===== config.mk =====
export PLATFORM = sky130hd
export DESIGN_NAME = aas_sequencer
export DESIGN_NICKNAME = d
export VERILOG_FILES = /design/src/aas_pkg.sv /design/src/aas_edge_if.sv /design/src/aas_sequencer.sv /design/src/aas_edge_det.sv
export VERILOG_INCLUDE_DIRS = /design/src
export SDC_FILE = /design/constraint.sdc
export NUM_CORES = 1
export LEC_CHECK = 0
export ABC_CLOCK_PERIOD_IN_PS = 5700
export BUFFER_PORTS_ARGS = -buffer_cell sky130_fd_sc_hd__buf_2
export CAP_MARGIN = 20
export CORE_MARGIN = 1.5
export CORE_UTILIZATION = 57
export CTS_CLUSTER_SIZE = 16
export DETAILED_ROUTE_END_ITERATION = 10
export PLACE_DENSITY_LB_ADDON = 0.12
export SLEW_MARGIN = 40
export SYNTH_ARGS = -nofsm -noshare
export SYNTH_HDL_FRONTEND = slang
export SYNTH_SLANG_ARGS = --single-unit

===== constraint.sdc =====
create_clock -name clk_sys -period 5.7 [get_ports clk_sys]
set_input_delay 0.57 -clock clk_sys [delete_from_list [all_inputs] [get_ports clk_sys]]
set_output_delay 0.57 -clock clk_sys [all_outputs]
set_load 0.02 [all_outputs]

===== src/aas_params.svh =====
`ifndef AAS_PARAMS_SVH
`define AAS_PARAMS_SVH
// ****************************************
// register offsets
// ****************************************
`define AAS_OFF_CTRL      8'h00
`define AAS_OFF_CMD       8'h04
`define AAS_OFF_FCOUNT    8'h08
`define AAS_OFF_STATUS    8'h0c
`define AAS_OFF_SETUP     8'h10
// ****************************************
// ctrl field positions
// ****************************************
`define AAS_CTRL_STYLE    0
`define AAS_CTRL_USE      1
`define AAS_CTRL_ORG_LO   2
`define AAS_CTRL_ORG_HI   3
`define AAS_CTRL_EDGE     4
// ****************************************
// command bits (write one to fire)
// ****************************************
`define AAS_CMD_ARM       0
`define AAS_CMD_DISARM    1
`define AAS_CMD_HOSTTRIG  2
// ****************************************
// reset values and response codes
// ****************************************
`define AAS_CTRL_RST      5'h00
`define AAS_FCOUNT_RST    16'h0001
`define AAS_SETUP_RST     16'h0010
`define AAS_RESP_OKAY     2'b00
`define AAS_RESP_SLVERR   2'b10
`endif


===== src/aas_pkg.sv =====
package aas_pkg;
	typedef enum logic [1:0] {
		aas_org_host,
		aas_org_line1,
		aas_org_line2,
		aas_org_line3
	} aas_origin_t;
	typedef enum {
		aas_idle,
		aas_setup,
		aas_wait_arm,
		aas_wait_frame,
		aas_wait_line,
		aas_exposing
	} aas_state_t;
endpackage


===== src/aas_edge_if.sv =====
`timescale 1ns/1ps
interface aas_edge_if;
	logic [1:0] origin;
	logic       falling;
	logic       fire;
	modport det (input origin, input falling, output fire);
	modport use_side (output origin, output falling, input fire);
endinterface


===== src/aas_sequencer.sv =====
// Functional notes
// - no frame before host arm command
// - disarm while waiting ends capture immediately
// - disarm mid-line: finish line, send partial
// - run style: one-image or repeating
// - one-image: one frame then self disarm
// - repeating: frame per suitable triggers
// - repeating: armed until disarm command
// - one-image: setup cycle before each frame
// - arm trigger on (repeating only): wait, ignore frame triggers
// - arm trigger moves to wait-frame
// - frame trigger moves to wait-line
// - count frames, back to wait-arm
// - frames-per-arm from 1 to 65535
// - arm trigger off: generated internally
// - origin: host command or lines 1-3
// - line origin: rising or falling edge
// - line triggers only while frame valid
// - frame valid until enough lines acquired
//
// The AXI4-Lite slave port and the placing of the registers were decided locally.
`timescale 1ns/1ps
`include "aas_params.svh"
module aas_sequencer (
	input  wire logic        clk_sys,
	input  wire logic        sys_rst,
	input  wire logic        clk_en,
	input  wire logic [2:0]  trig_line_in,
	input  wire logic        frame_start_trig,
	input  wire logic        line_start_trig,
	input  wire logic        line_done,
	input  wire logic        frame_lines_done,
	output logic             frame_valid,
	output logic             line_expose_start,
	output logic             partial_frame_send,
	output logic             armed,
	input  wire logic [7:0]  s_axi_awaddr,
	input  wire logic        s_axi_awvalid,
	output logic             s_axi_awready,
	input  wire logic [31:0] s_axi_wdata,
	input  wire logic [3:0]  s_axi_wstrb,
	input  wire logic        s_axi_wvalid,
	output logic             s_axi_wready,
	output logic [1:0]       s_axi_bresp,
	output logic             s_axi_bvalid,
	input  wire logic        s_axi_bready,
	input  wire logic [7:0]  s_axi_araddr,
	input  wire logic        s_axi_arvalid,
	output logic             s_axi_arready,
	output logic [31:0]      s_axi_rdata,
	output logic [1:0]       s_axi_rresp,
	output logic             s_axi_rvalid,
	input  wire logic        s_axi_rready
);
	// ****************************************
	// edge detector for line origins
	// ****************************************
	aas_edge_if eif ();
	aas_edge_det u_edge (
		.clk_sys (clk_sys),
		.sys_rst (sys_rst),
		.clk_en  (clk_en),
		.line_in (trig_line_in),
		.eif     (eif)
	);
	// ****************************************
	// bus slave state
	// ****************************************
	logic [4:0]  ctrl_reg;
	logic [4:0]  ctrl_next;
	logic [15:0] fcount_reg;
	logic [15:0] fcount_next;
	logic [15:0] setup_reg;
	logic [15:0] setup_next;
	logic        aw_got_reg;
	logic        aw_got_next;
	logic        w_got_reg;
	logic        w_got_next;
	logic [7:0]  aw_addr_reg;
	logic [7:0]  aw_addr_next;
	logic [31:0] w_data_reg;
	logic [31:0] w_data_next;
	logic [3:0]  w_strb_reg;
	logic [3:0]  w_strb_next;
	logic        bvalid_reg;
	logic        bvalid_next;
	logic [1:0]  bresp_reg;
	logic [1:0]  bresp_next;
	logic        rvalid_reg;
	logic        rvalid_next;
	logic [1:0]  rresp_reg;
	logic [1:0]  rresp_next;
	logic [31:0] rdata_reg;
	logic [31:0] rdata_next;
	logic        cmd_arm;
	logic        cmd_disarm;
	logic        cmd_host;
	logic        wr_fire;
	// ****************************************
	// sequencer state
	// ****************************************
	aas_pkg::aas_state_t st_reg;
	aas_pkg::aas_state_t st_next;
	logic [15:0] fdone_reg;
	logic [15:0] fdone_next;
	logic [15:0] setup_cnt_reg;
	logic [15:0] setup_cnt_next;
	logic        stop_pend_reg;
	logic        stop_pend_next;
	logic        fv_reg;
	logic        fv_next;
	logic        lx_reg;
	logic        lx_next;
	logic        pf_reg;
	logic        pf_next;
	logic        armed_reg;
	logic        armed_next;
	logic        arm_trig;
	logic        one_image;
	logic        use_trig;
	logic [15:0] fcount_eff;
	assign one_image = ~ctrl_reg[`AAS_CTRL_STYLE];
	assign use_trig  = ctrl_reg[`AAS_CTRL_USE];
	assign eif.origin  = ctrl_reg[`AAS_CTRL_ORG_HI:`AAS_CTRL_ORG_LO];
	assign eif.falling = ctrl_reg[`AAS_CTRL_EDGE];
	// host command or synced line edge
	assign arm_trig = (eif.origin == 2'(aas_pkg::aas_org_host)) ? cmd_host : eif.fire;
	// zero is not a legal count; treat it as one so the counter can never run away
	assign fcount_eff = (fcount_reg == 16'h0000) ? 16'h0001 : fcount_reg;
	assign wr_fire = aw_got_reg & w_got_reg & ~bvalid_reg;
	assign cmd_arm    = wr_fire & (aw_addr_reg == `AAS_OFF_CMD) & w_strb_reg[0] & w_data_reg[`AAS_CMD_ARM];
	assign cmd_disarm = wr_fire & (aw_addr_reg == `AAS_OFF_CMD) & w_strb_reg[0] & w_data_reg[`AAS_CMD_DISARM];
	assign cmd_host   = wr_fire & (aw_addr_reg == `AAS_OFF_CMD) & w_strb_reg[0] & w_data_reg[`AAS_CMD_HOSTTRIG];
	// ****************************************
	// axi4-lite slave
	// ****************************************
	always_comb begin
		ctrl_next = ctrl_reg;
		fcount_next = fcount_reg;
		setup_next = setup_reg;
		aw_got_next = aw_got_reg;
		w_got_next = w_got_reg;
		aw_addr_next = aw_addr_reg;
		w_data_next = w_data_reg;
		w_strb_next = w_strb_reg;
		bvalid_next = bvalid_reg;
		bresp_next = bresp_reg;
		rvalid_next = rvalid_reg;
		rresp_next = rresp_reg;
		rdata_next = rdata_reg;
		if (clk_en) begin
			if (s_axi_awvalid && !aw_got_reg) begin
				aw_got_next = 1'b1;
				aw_addr_next = s_axi_awaddr;
			end
			if (s_axi_wvalid && !w_got_reg) begin
				w_got_next = 1'b1;
				w_data_next = s_axi_wdata;
				w_strb_next = s_axi_wstrb;
			end
			if (wr_fire) begin
				bvalid_next = 1'b1;
				bresp_next = `AAS_RESP_OKAY;
				aw_got_next = 1'b0;
				w_got_next = 1'b0;
				unique case (aw_addr_reg)
					`AAS_OFF_CTRL: begin
						if (w_strb_reg[0]) begin
							ctrl_next = w_data_reg[4:0];
						end
					end
					`AAS_OFF_FCOUNT: begin
						if (w_strb_reg[0]) fcount_next[7:0] = w_data_reg[7:0];
						if (w_strb_reg[1]) fcount_next[15:8] = w_data_reg[15:8];
					end
					`AAS_OFF_SETUP: begin
						if (w_strb_reg[0]) setup_next[7:0] = w_data_reg[7:0];
						if (w_strb_reg[1]) setup_next[15:8] = w_data_reg[15:8];
					end
					`AAS_OFF_CMD, `AAS_OFF_STATUS: begin
					end
					default: bresp_next = `AAS_RESP_SLVERR;
				endcase
			end
			if (bvalid_reg && s_axi_bready) begin
				bvalid_next = 1'b0;
			end
			if (s_axi_arvalid && !rvalid_reg) begin
				rvalid_next = 1'b1;
				rresp_next = `AAS_RESP_OKAY;
				unique case (s_axi_araddr)
					`AAS_OFF_CTRL:   rdata_next = {27'h0, ctrl_reg};
					`AAS_OFF_CMD:    rdata_next = 32'h0;
					`AAS_OFF_FCOUNT: rdata_next = {16'h0, fcount_reg};
					`AAS_OFF_SETUP:  rdata_next = {16'h0, setup_reg};
					`AAS_OFF_STATUS: rdata_next = {fdone_reg, 8'h0, 1'b0, armed_reg, fv_reg,
						2'b0, 3'(st_reg)};
					default: begin
						rdata_next = 32'h0;
						rresp_next = `AAS_RESP_SLVERR;
					end
				endcase
			end else if (rvalid_reg && s_axi_rready) begin
				rvalid_next = 1'b0;
			end
		end
	end
	always_ff @(posedge clk_sys or posedge sys_rst) begin
		if (sys_rst) begin
			ctrl_reg <= `AAS_CTRL_RST;
			fcount_reg <= `AAS_FCOUNT_RST;
			setup_reg <= `AAS_SETUP_RST;
			aw_got_reg <= 1'b0;
			w_got_reg <= 1'b0;
			aw_addr_reg <= 8'h00;
			w_data_reg <= 32'h0;
			w_strb_reg <= 4'h0;
			bvalid_reg <= 1'b0;
			bresp_reg <= 2'b00;
			rvalid_reg <= 1'b0;
			rresp_reg <= 2'b00;
			rdata_reg <= 32'h0;
		end else begin
			ctrl_reg <= ctrl_next;
			fcount_reg <= fcount_next;
			setup_reg <= setup_next;
			aw_got_reg <= aw_got_next;
			w_got_reg <= w_got_next;
			aw_addr_reg <= aw_addr_next;
			w_data_reg <= w_data_next;
			w_strb_reg <= w_strb_next;
			bvalid_reg <= bvalid_next;
			bresp_reg <= bresp_next;
			rvalid_reg <= rvalid_next;
			rresp_reg <= rresp_next;
			rdata_reg <= rdata_next;
		end
	end
	// ****************************************
	// acquisition sequencer
	// ****************************************
	always_comb begin
		st_next = st_reg;
		fdone_next = fdone_reg;
		setup_cnt_next = setup_cnt_reg;
		stop_pend_next = stop_pend_reg;
		fv_next = fv_reg;
		lx_next = lx_reg;
		pf_next = pf_reg;
		armed_next = armed_reg;
		if (clk_en) begin
			lx_next = 1'b0;
			pf_next = 1'b0;
			unique case (st_reg)
				aas_pkg::aas_idle: begin
					fdone_next = 16'h0;
					armed_next = 1'b0;
					fv_next = 1'b0;
					if (cmd_arm) begin
						armed_next = 1'b1;
						setup_cnt_next = setup_reg;
						if (one_image) begin
							st_next = aas_pkg::aas_setup;
						end else if (use_trig) begin
							st_next = aas_pkg::aas_wait_arm;
						end else begin
							st_next = aas_pkg::aas_wait_frame;
						end
					end
				end
				aas_pkg::aas_setup: begin
					// the setup pause costs frame rate but is what single shots need
					if (cmd_disarm) begin
						st_next = aas_pkg::aas_idle;
					end else if (setup_cnt_reg == 16'h0) begin
						st_next = aas_pkg::aas_wait_frame;
					end else begin
						setup_cnt_next = setup_cnt_reg - 16'h1;
					end
				end
				aas_pkg::aas_wait_arm: begin
					// frame start triggers are dropped here
					if (cmd_disarm) begin
						st_next = aas_pkg::aas_idle;
						fdone_next = 16'h0;
					end else if (arm_trig) begin
						st_next = aas_pkg::aas_wait_frame;
						fdone_next = 16'h0;
					end
				end
				aas_pkg::aas_wait_frame: begin
					if (cmd_disarm) begin
						st_next = aas_pkg::aas_idle;
						fdone_next = 16'h0;
					end else if (frame_start_trig) begin
						st_next = aas_pkg::aas_wait_line;
						fv_next = 1'b1;
						fdone_next = fdone_reg + 16'h1;
					end
				end
				aas_pkg::aas_wait_line: begin
					if (cmd_disarm) begin
						pf_next = 1'b1;
						fv_next = 1'b0;
						st_next = aas_pkg::aas_idle;
					end else if (frame_lines_done) begin
						fv_next = 1'b0;
						if (one_image) begin
							st_next = aas_pkg::aas_idle;
						end else if (use_trig && fdone_reg >= fcount_eff) begin
							st_next = aas_pkg::aas_wait_arm;
						end else begin
							st_next = aas_pkg::aas_wait_frame;
						end
					end else if (line_start_trig && fv_reg) begin
						lx_next = 1'b1;
						st_next = aas_pkg::aas_exposing;
					end
				end
				aas_pkg::aas_exposing: begin
					if (cmd_disarm) begin
						stop_pend_next = 1'b1;
					end
					if (line_done) begin
						if (stop_pend_reg || cmd_disarm) begin
							pf_next = 1'b1;
							fv_next = 1'b0;
							stop_pend_next = 1'b0;
							st_next = aas_pkg::aas_idle;
						end else begin
							st_next = aas_pkg::aas_wait_line;
						end
					end
				end
			endcase
		end
	end
	always_ff @(posedge clk_sys or posedge sys_rst) begin
		if (sys_rst) begin
			st_reg <= aas_pkg::aas_idle;
			fdone_reg <= 16'h0;
			setup_cnt_reg <= 16'h0;
			stop_pend_reg <= 1'b0;
			fv_reg <= 1'b0;
			lx_reg <= 1'b0;
			pf_reg <= 1'b0;
			armed_reg <= 1'b0;
		end else begin
			st_reg <= st_next;
			fdone_reg <= fdone_next;
			setup_cnt_reg <= setup_cnt_next;
			stop_pend_reg <= stop_pend_next;
			fv_reg <= fv_next;
			lx_reg <= lx_next;
			pf_reg <= pf_next;
			armed_reg <= armed_next;
		end
	end
	assign frame_valid = fv_reg;
	assign line_expose_start = lx_reg;
	assign partial_frame_send = pf_reg;
	assign armed = armed_reg;
	assign s_axi_awready = ~aw_got_reg & clk_en;
	assign s_axi_wready = ~w_got_reg & clk_en;
	assign s_axi_bvalid = bvalid_reg;
	assign s_axi_bresp = bresp_reg;
	assign s_axi_arready = ~rvalid_reg & clk_en;
	assign s_axi_rvalid = rvalid_reg;
	assign s_axi_rresp = rresp_reg;
	assign s_axi_rdata = rdata_reg;
endmodule


===== src/aas_edge_det.sv =====
`timescale 1ns/1ps
module aas_edge_det (
	input  wire logic       clk_sys,
	input  wire logic       sys_rst,
	input  wire logic       clk_en,
	input  wire logic [2:0] line_in,
	aas_edge_if.det         eif
);
	// ****************************************
	// two-stage sync per line, then edge
	// ****************************************
	logic [2:0] s1_reg;
	logic [2:0] s2_reg;
	logic [2:0] s3_reg;
	logic [2:0] s1_next;
	logic [2:0] s2_next;
	logic [2:0] s3_next;
	logic [2:0] rise;
	logic [2:0] fall;
	logic       fire_next;
	logic       fire_reg;
	genvar g;
	generate
		for (g = 0; g < 3; g++) begin : g_line
			assign rise[g] = s2_reg[g] & ~s3_reg[g];
			assign fall[g] = ~s2_reg[g] & s3_reg[g];
		end
	endgenerate
	always_comb begin
		s1_next = s1_reg;
		s2_next = s2_reg;
		s3_next = s3_reg;
		fire_next = fire_reg;
		if (clk_en) begin
			s1_next = line_in;
			s2_next = s1_reg;
			s3_next = s2_reg;
			fire_next = 1'b0;
			if (eif.origin != 2'd0) begin
				fire_next = eif.falling ? fall[eif.origin - 2'd1] : rise[eif.origin - 2'd1];
			end
		end
	end
	always_ff @(posedge clk_sys or posedge sys_rst) begin
		if (sys_rst) begin
			s1_reg <= 3'h0;
			s2_reg <= 3'h0;
			s3_reg <= 3'h0;
			fire_reg <= 1'b0;
		end else begin
			s1_reg <= s1_next;
			s2_reg <= s2_next;
			s3_reg <= s3_next;
			fire_reg <= fire_next;
		end
	end
	assign eif.fire = fire_reg;
endmodule


* Word-level counts from Yosys, hierarchy flattened
Index checks and enable logic that the tools add are counted.
** Storage, ports and cells
- Flip-flop bits (word level) :: 182
- Input bits :: 67
- Output and inout port bits :: 45
- Word-level logic and storage cells :: 193
** Operators by class
- Add/subtract/negate cells :: 3
- Magnitude comparators :: 2
- Equality and inequality tests :: 25
- Multiplexer cells :: 64
- Bitwise gates (word level) :: 26
- Reduce and logical (&&, ||, !) cells :: 46
** Operators by type and width (number)
- $mux 32 :: 11
- $pmux 32 s6 :: 1
- $mux 16 :: 8
- $pmux 32 s4 :: 1
- $eq 32x2->1 const B :: 2
- $eq 32x3->1 const B :: 2
- $pmux 16 s3 :: 1
- $eq 32x1->1 const B :: 1
- $eq 8x4->1 const B :: 4
- $logic_not 16->1 :: 2
- $logic_not 32->1 :: 1
- $mux 1 :: 32
- $pmux 16 s2 :: 1
- $reduce_and 4->1 :: 6
- $reduce_and 2->1 :: 10
- $add 16x1->16 const B :: 1
- $and 1x1->1 :: 16
- $eq 8x3->1 const B :: 2
- $eq 8x5->1 const B :: 2
- $ge 16x16->1 :: 1
- $logic_not 8->1 :: 2
- $sub 16x1->16 const B :: 1
- $ne 2x2->1 const B :: 7
- $reduce_and 7->1 :: 2
- other kinds (19) :: 49

* Logic depth before layout (Yosys ltp)
- Depth after elaboration :: 9
- Gate-level depth with buffers :: 10

* By module
Synthesis repeated with hierarchy kept, for this count alone.
** Unflattened totals
- Cells, all modules :: 760
- Area total of the unflattened synthesis :: 7627.3 sq um
** Modules (own cells, without submodules)
- aas_sequencer :: times used 1, cells an instance 723, area each 7156.9 sq um
- aas_edge_det :: times used 1, cells an instance 37, area each 470.5 sq um

* Least setup slack after synthesis
Ideal clock, no wire load.
- Path type :: input -> register
- Start point :: input port s_axi_araddr[1]
- End point :: register rdata_reg[10], in the netlist s_axi_rdata[10]
- Data arrival time :: 2263 ps
- Data required time :: 5616 ps
- Setup slack :: 3352 ps
- Stages on the path :: 6
- Buffers on the path :: 1
- Cells stage by stage :: nor3_1 > nand2_1 > nor4b_1 > clkbuf_1 > a22oi_1 > o21ai_0
** Between the ends
- Word-level cells in the longest chain between the ends :: 2
** Ends and longest elaborated chain
- start, declared :: RTL line aas_sequencer.sv:47 : input wire logic [7:0] s_axi_araddr,
- $eq 8x4->1, or another cell as far along :: RTL line aas_sequencer.sv:191 : unique case (s_axi_araddr)
- $pmux 32 s4 * :: RTL line aas_sequencer.sv:191
- end signal, assigned :: RTL line aas_sequencer.sv:236 : rdata_reg <= rdata_next;
- end, declared :: RTL line aas_sequencer.sv:93 : logic [31:0] rdata_reg;
Mark *: on every way between the ends. The rest lies on a longest branch, timed or not.
A chain may end at the register's enable or synchronous reset.

* Worst setup path after layout
- Start point :: register aw_addr_reg[0]
- End point :: register fdone_reg[6]
** Between the ends
- Word-level cells in the longest chain between the ends :: 7
** Ends and longest elaborated chain
- start, declared :: RTL line aas_sequencer.sv:79 : logic [7:0] aw_addr_reg;
- start signal, assigned :: RTL line aas_sequencer.sv:229 : aw_addr_reg <= aw_addr_next;
- $eq 8x3->1 *
- $and 1x1->1 * (2 in series) :: RTL line aas_sequencer.sv:132, aas_sequencer.sv:133
- $and 1x1->1 :: RTL line aas_sequencer.sv:133 : assign cmd_host = wr_fire & (aw_addr_reg == `AAS_OFF_CMD) & w_strb_reg[0] & w_data_reg[`AAS_CMD_HOSTTRIG];
- $mux 1 :: RTL line aas_sequencer.sv:127 : assign arm_trig = (eif.origin == 2'(aas_pkg::aas_org_host)) ? cmd_host : eif.fire;
- $ne 3x3->1 (no source line)
- $reduce_and 4->1 (no source line)
- end signal, assigned :: RTL line aas_sequencer.sv:350 : fdone_reg <= fdone_next;
- end, declared :: RTL line aas_sequencer.sv:104 : logic [15:0] fdone_reg;
Marked as above.

==> impl_metrics.py <==
metrics = {
    "clock_network": {
        "worstSkewPairLatency_ps": 420,
        "cts_made_buffers": 17,
        "clk_root_buffer_cell": "clkbuf_16",
        "cts_hold_buf": 0,
        "clk_path_buf_depth": 2,
        "clk_pin_slew_ps": 60,
        "cts_sinks": 151,
        "htreeDepth": 4,
        "cts_tree": "done",
        "post-cts-setup-buffer-count": 0,
        "cts_resized": 0,
    },
    "setup_path": {
        "critPathMaxFanout": 19,
        "ff2ff_path_depth": 6,
        "startpoint_type": "flip-flop",
        "r2r_slack_ps": 2460,
        "cp.arrival_ps": 3540,
        "timing.rr.start": "aw_addr_reg[0]$_DFFE_PP0P_",
        "rr_endpoint": "fdone_reg[6]$_DFFE_PP0P_",
        "worst-setup-path-type": "reg -> reg",
        "worstPathRequired_ps": 6000,
        "cpMaxStageDelayCell": "nor4_4",
        "critical-path-max-stage-delay_ps": 610,
        "cp-end-kind": "flip-flop",
        "crit_chain": "or4_4 > nor4_4 > or3_1 > nand3_2 > or2_1 > o41ai_1",
    },
    "pwr": {
        "p_comb_share_pct": 27.4,
        "power.switching_uw": 1180,
        "p_clk_share_pct": 29.1,
        "power_frac_seq_pct": 43.5,
        "intPower_uw": 2310,
        "power_density_mw_per_mm2": 406,
        "swShare_pct": 33.9,
        "leakagePower_uw": 0.00402,
        "ir_drop_v": 0.000325,
    },
    "yosys": {
        "synth_top_family_by_area": "simple AND/OR/NAND/NOR gates",
        "synth-simple-area-share_pct": 16.6,
        "ys_seq_elements": 151,
        "synth.avg_cell_area_um2": 10.2,
        "synth-xor-area-share_pct": 0,
        "yosys_warnings": 0,
        "synth_area_mm2": 0.00749,
        "ys_types": 61,
        "synth_top_area_share_pct": 49.8,
        "yosysSeqAreaShare_pct": 50.5,
        "yosys.area.top_type": "dfrtp_1",
        "synthCells": 731,
        "synth.area.top_cells": "dfrtp_1 50%, mux2_2 11%, nand2_1 4.3%",
        "synth_edf_count": 0,
        "synth-adder-area-share_pct": 3.18,
        "synthMuxAreaShare_pct": 11.7,
        "synth_compound_area_share_pct": 14.2,
        "ys_async_sr_fraction_pct": 100,
        "synth_ff_type": "dfrtp_1",
    },
    "timing": {
        "drv_slew": 0,
        "timing.fmax_mhz": 309,
        "skew_ps": 7.01,
        "hold_viol": 0,
        "worst_slew_pin_slew_ps": 728,
        "holdWs_ps": 239,
        "post-route-period-util_pct": 56.9,
        "finalSetupTns_ps": 0,
        "slew_headroom_pct": 51.1,
        "setup_viol": 0,
        "period_minus_slack_ps": 3240,
        "rsz0062_at_grt": "false",
    },
    "global_route": {
        "grt_first_pass_wirelength_um": 29000,
        "grt_max_degree": 95,
        "antenna_found_initial": 0,
        "grt_usage_pct": 26.6,
        "grt_pass1_vias": 5757,
        "met2_usage_pct": 44.4,
        "overflow": 0,
        "use_met3_pct": 6.35,
        "met1_usage_pct": 34.5,
        "top_usage_layer": "met2",
    },
    "final_layout": {
        "multiInputGateArea_mm2": 0.00346,
        "regArea_mm2": 0.00378,
        "final_layout_size_suffix_gt1_share_pct": 26.2,
        "antennaDiodeCount": 0,
        "nNetsFinal": 896,
        "syn2layout_area_growth_pct": 14.9,
        "fillers": 1053,
        "largest_reg_flops": 32,
    },
    "routing": {
        "drtIter0Drc": 511,
        "dr.pass1.iters": 5,
        "ant_nets": 0,
        "vias_per_cell": 6.14,
        "wire_per_inst_um": 17.8,
        "dr_total_vias": 6095,
        "routed_wirelength_um": 17700,
        "drc": 0,
    },
    "place": {
        "post-dp-hpwl_um": 12400,
        "numPortBuffers": 91,
        "gp_congestion": 0.870,
    },
    "floorplan": {
        "dieArea_mm2": 0.0138,
        "io_pins": 112,
        "fp-row-count": 41,
        "core_area_mm2": 0.0127,
        "die_h_um": 118,
        "die_x_um": 118,
        "start_util_pct": 58.8,
    },
    "status": {
        "status": "finished clean",
    },
    "min_path": {
        "min_path_type": "in -> async",
    },
    "run": {
        "maxCapViolCount": 0,
    },
}
-- power groups by stage --
stage               Clock, uW  Sequential (uW)  Combinational [uW]
finish                   1020             1520                 957
global route             1080             1550                1070
CTS                      1030             1520                 955
detailed placement          0             1530                 945
global placement            0             1520                 903
floorplan                   0             1440                 779
-- metal layers --
layer / share of wire, % / up-vias
li1: - / 2814
met1: 42 / 3043
met2: 49 / 200
met3: 6.0 / 38
met4: 2.1 / 0
met5: 0 / -
-- cells by family after synthesis --
| group | after synthesis |
|---|---|
| other cells | 1 |
| simple gates | 248 |
| flops | 151 |
| mux | 78 |
| buf+inv | 69 |
| compound gates | 165 |
| fa+ha+maj | 19 |
-- stage by stage --
| step | power, uW | area [um2] | utilization (%) | cells | setup WS [ps] |
|---|---|---|---|---|---|
| after floorplan | 2220 | 7490 | - | 732 | 1070 |
| after global placement | 2420 | 8050 | 63.3 | 962 | 2410 |
| after detailed placement | 2480 | 8070 | 63.5 | 963 | 2500 |
| after CTS | 3500 | 8600 | 67.6 | 992 | 2510 |
| after global routing | 3710 | 8600 | 67.6 | 992 | 2230 |
| final | 3490 | 8600 | 67.6 | 992 | 2460 |
-- cell usage in the layout (no fill, tap or decap), types with 5 or more instances in the layout --
master       n
a22oi_1     13
clkbuf_16   17
inv_1       32
nand3_1     29
clkbuf_1     6
ha_1        19
nand3b_1     6
nor4_1       6
a31oi_1      6
a21oi_1     34
o21ai_0     51
nor2b_1     11
nand2b_1     7
o22ai_1      7
nor2_1      38
nand4_1     10
mux2_2      75
nor3_1      19
nand2_1     84
o31ai_1     11
or3_1        5
dfrtp_1    149
and3_1       5
buf_2       91
-- synth_stat cells (2+ instances only) --
library cell	number
dfrtp_1	149
nand2_1	85
mux2_2	75
o21ai_0	51
nor2_1	38
a21oi_1	34
inv_1	33
clkbuf_1	31
nand3_1	29
ha_1	19
nor3_1	19
a22oi_1	13
nor2b_1	12
o31ai_1	11
nand4_1	10
nand2b_1	8
nor4_1	7
o22ai_1	7
a31oi_1	6
and3_1	6
nand3b_1	6
or3_1	5
a21o_1	4
a222oi_1	4
a22o_1	4
nor3b_1	4
nor4b_1	4
o211ai_1	4
o21ai_1	4
o41ai_1	4
or2_2	4
a221oi_1	3
mux2i_1	3
a41o_1	2
and4_1	2
buf_4	2
buf_6	2
dfstp_2	2
o22a_1	2
o41ai_2	2
-- worst max-delay path by stage --
stage                                           from                      endpoint  cells after the start
final                     aw_addr_reg[0]$_DFFE_PP0P_      fdone_reg[6]$_DFFE_PP0P_                      6
after detailed placement  aw_addr_reg[0]$_DFFE_PP0P_      fdone_reg[6]$_DFFE_PP0P_                      6
after CTS                 aw_addr_reg[0]$_DFFE_PP0P_      fdone_reg[6]$_DFFE_PP0P_                      6
after global routing      aw_addr_reg[0]$_DFFE_PP0P_     fdone_reg[10]$_DFFE_PP0P_                      6
after global placement         st_reg[0]$_DFFE_PP0P_  setup_cnt_reg[9]$_DFFE_PP0P_                      5
after floorplan                              sys_rst             armed$_DFFE_PP0P_                      1
-- worst max-delay path, delay by kind of cell (launching register included) --
kind	cells	cell delay (ps)
AO/OA/AOI/OAI	1	440
flip-flops	1	390
AND/OR/NAND/NOR	5	2290
-- layout make-up --
type,count,area share [%]
Inverter,33,1.53
Sequential cell,151,44.0
Multi-Input combinational cell,512,40.3
Timing Repair Buffer,95,5.65
Tap cell,172,2.50
Clock inverter,4,0.553
Clock buffer,25,5.53
(Power assumes the default switching activity.)
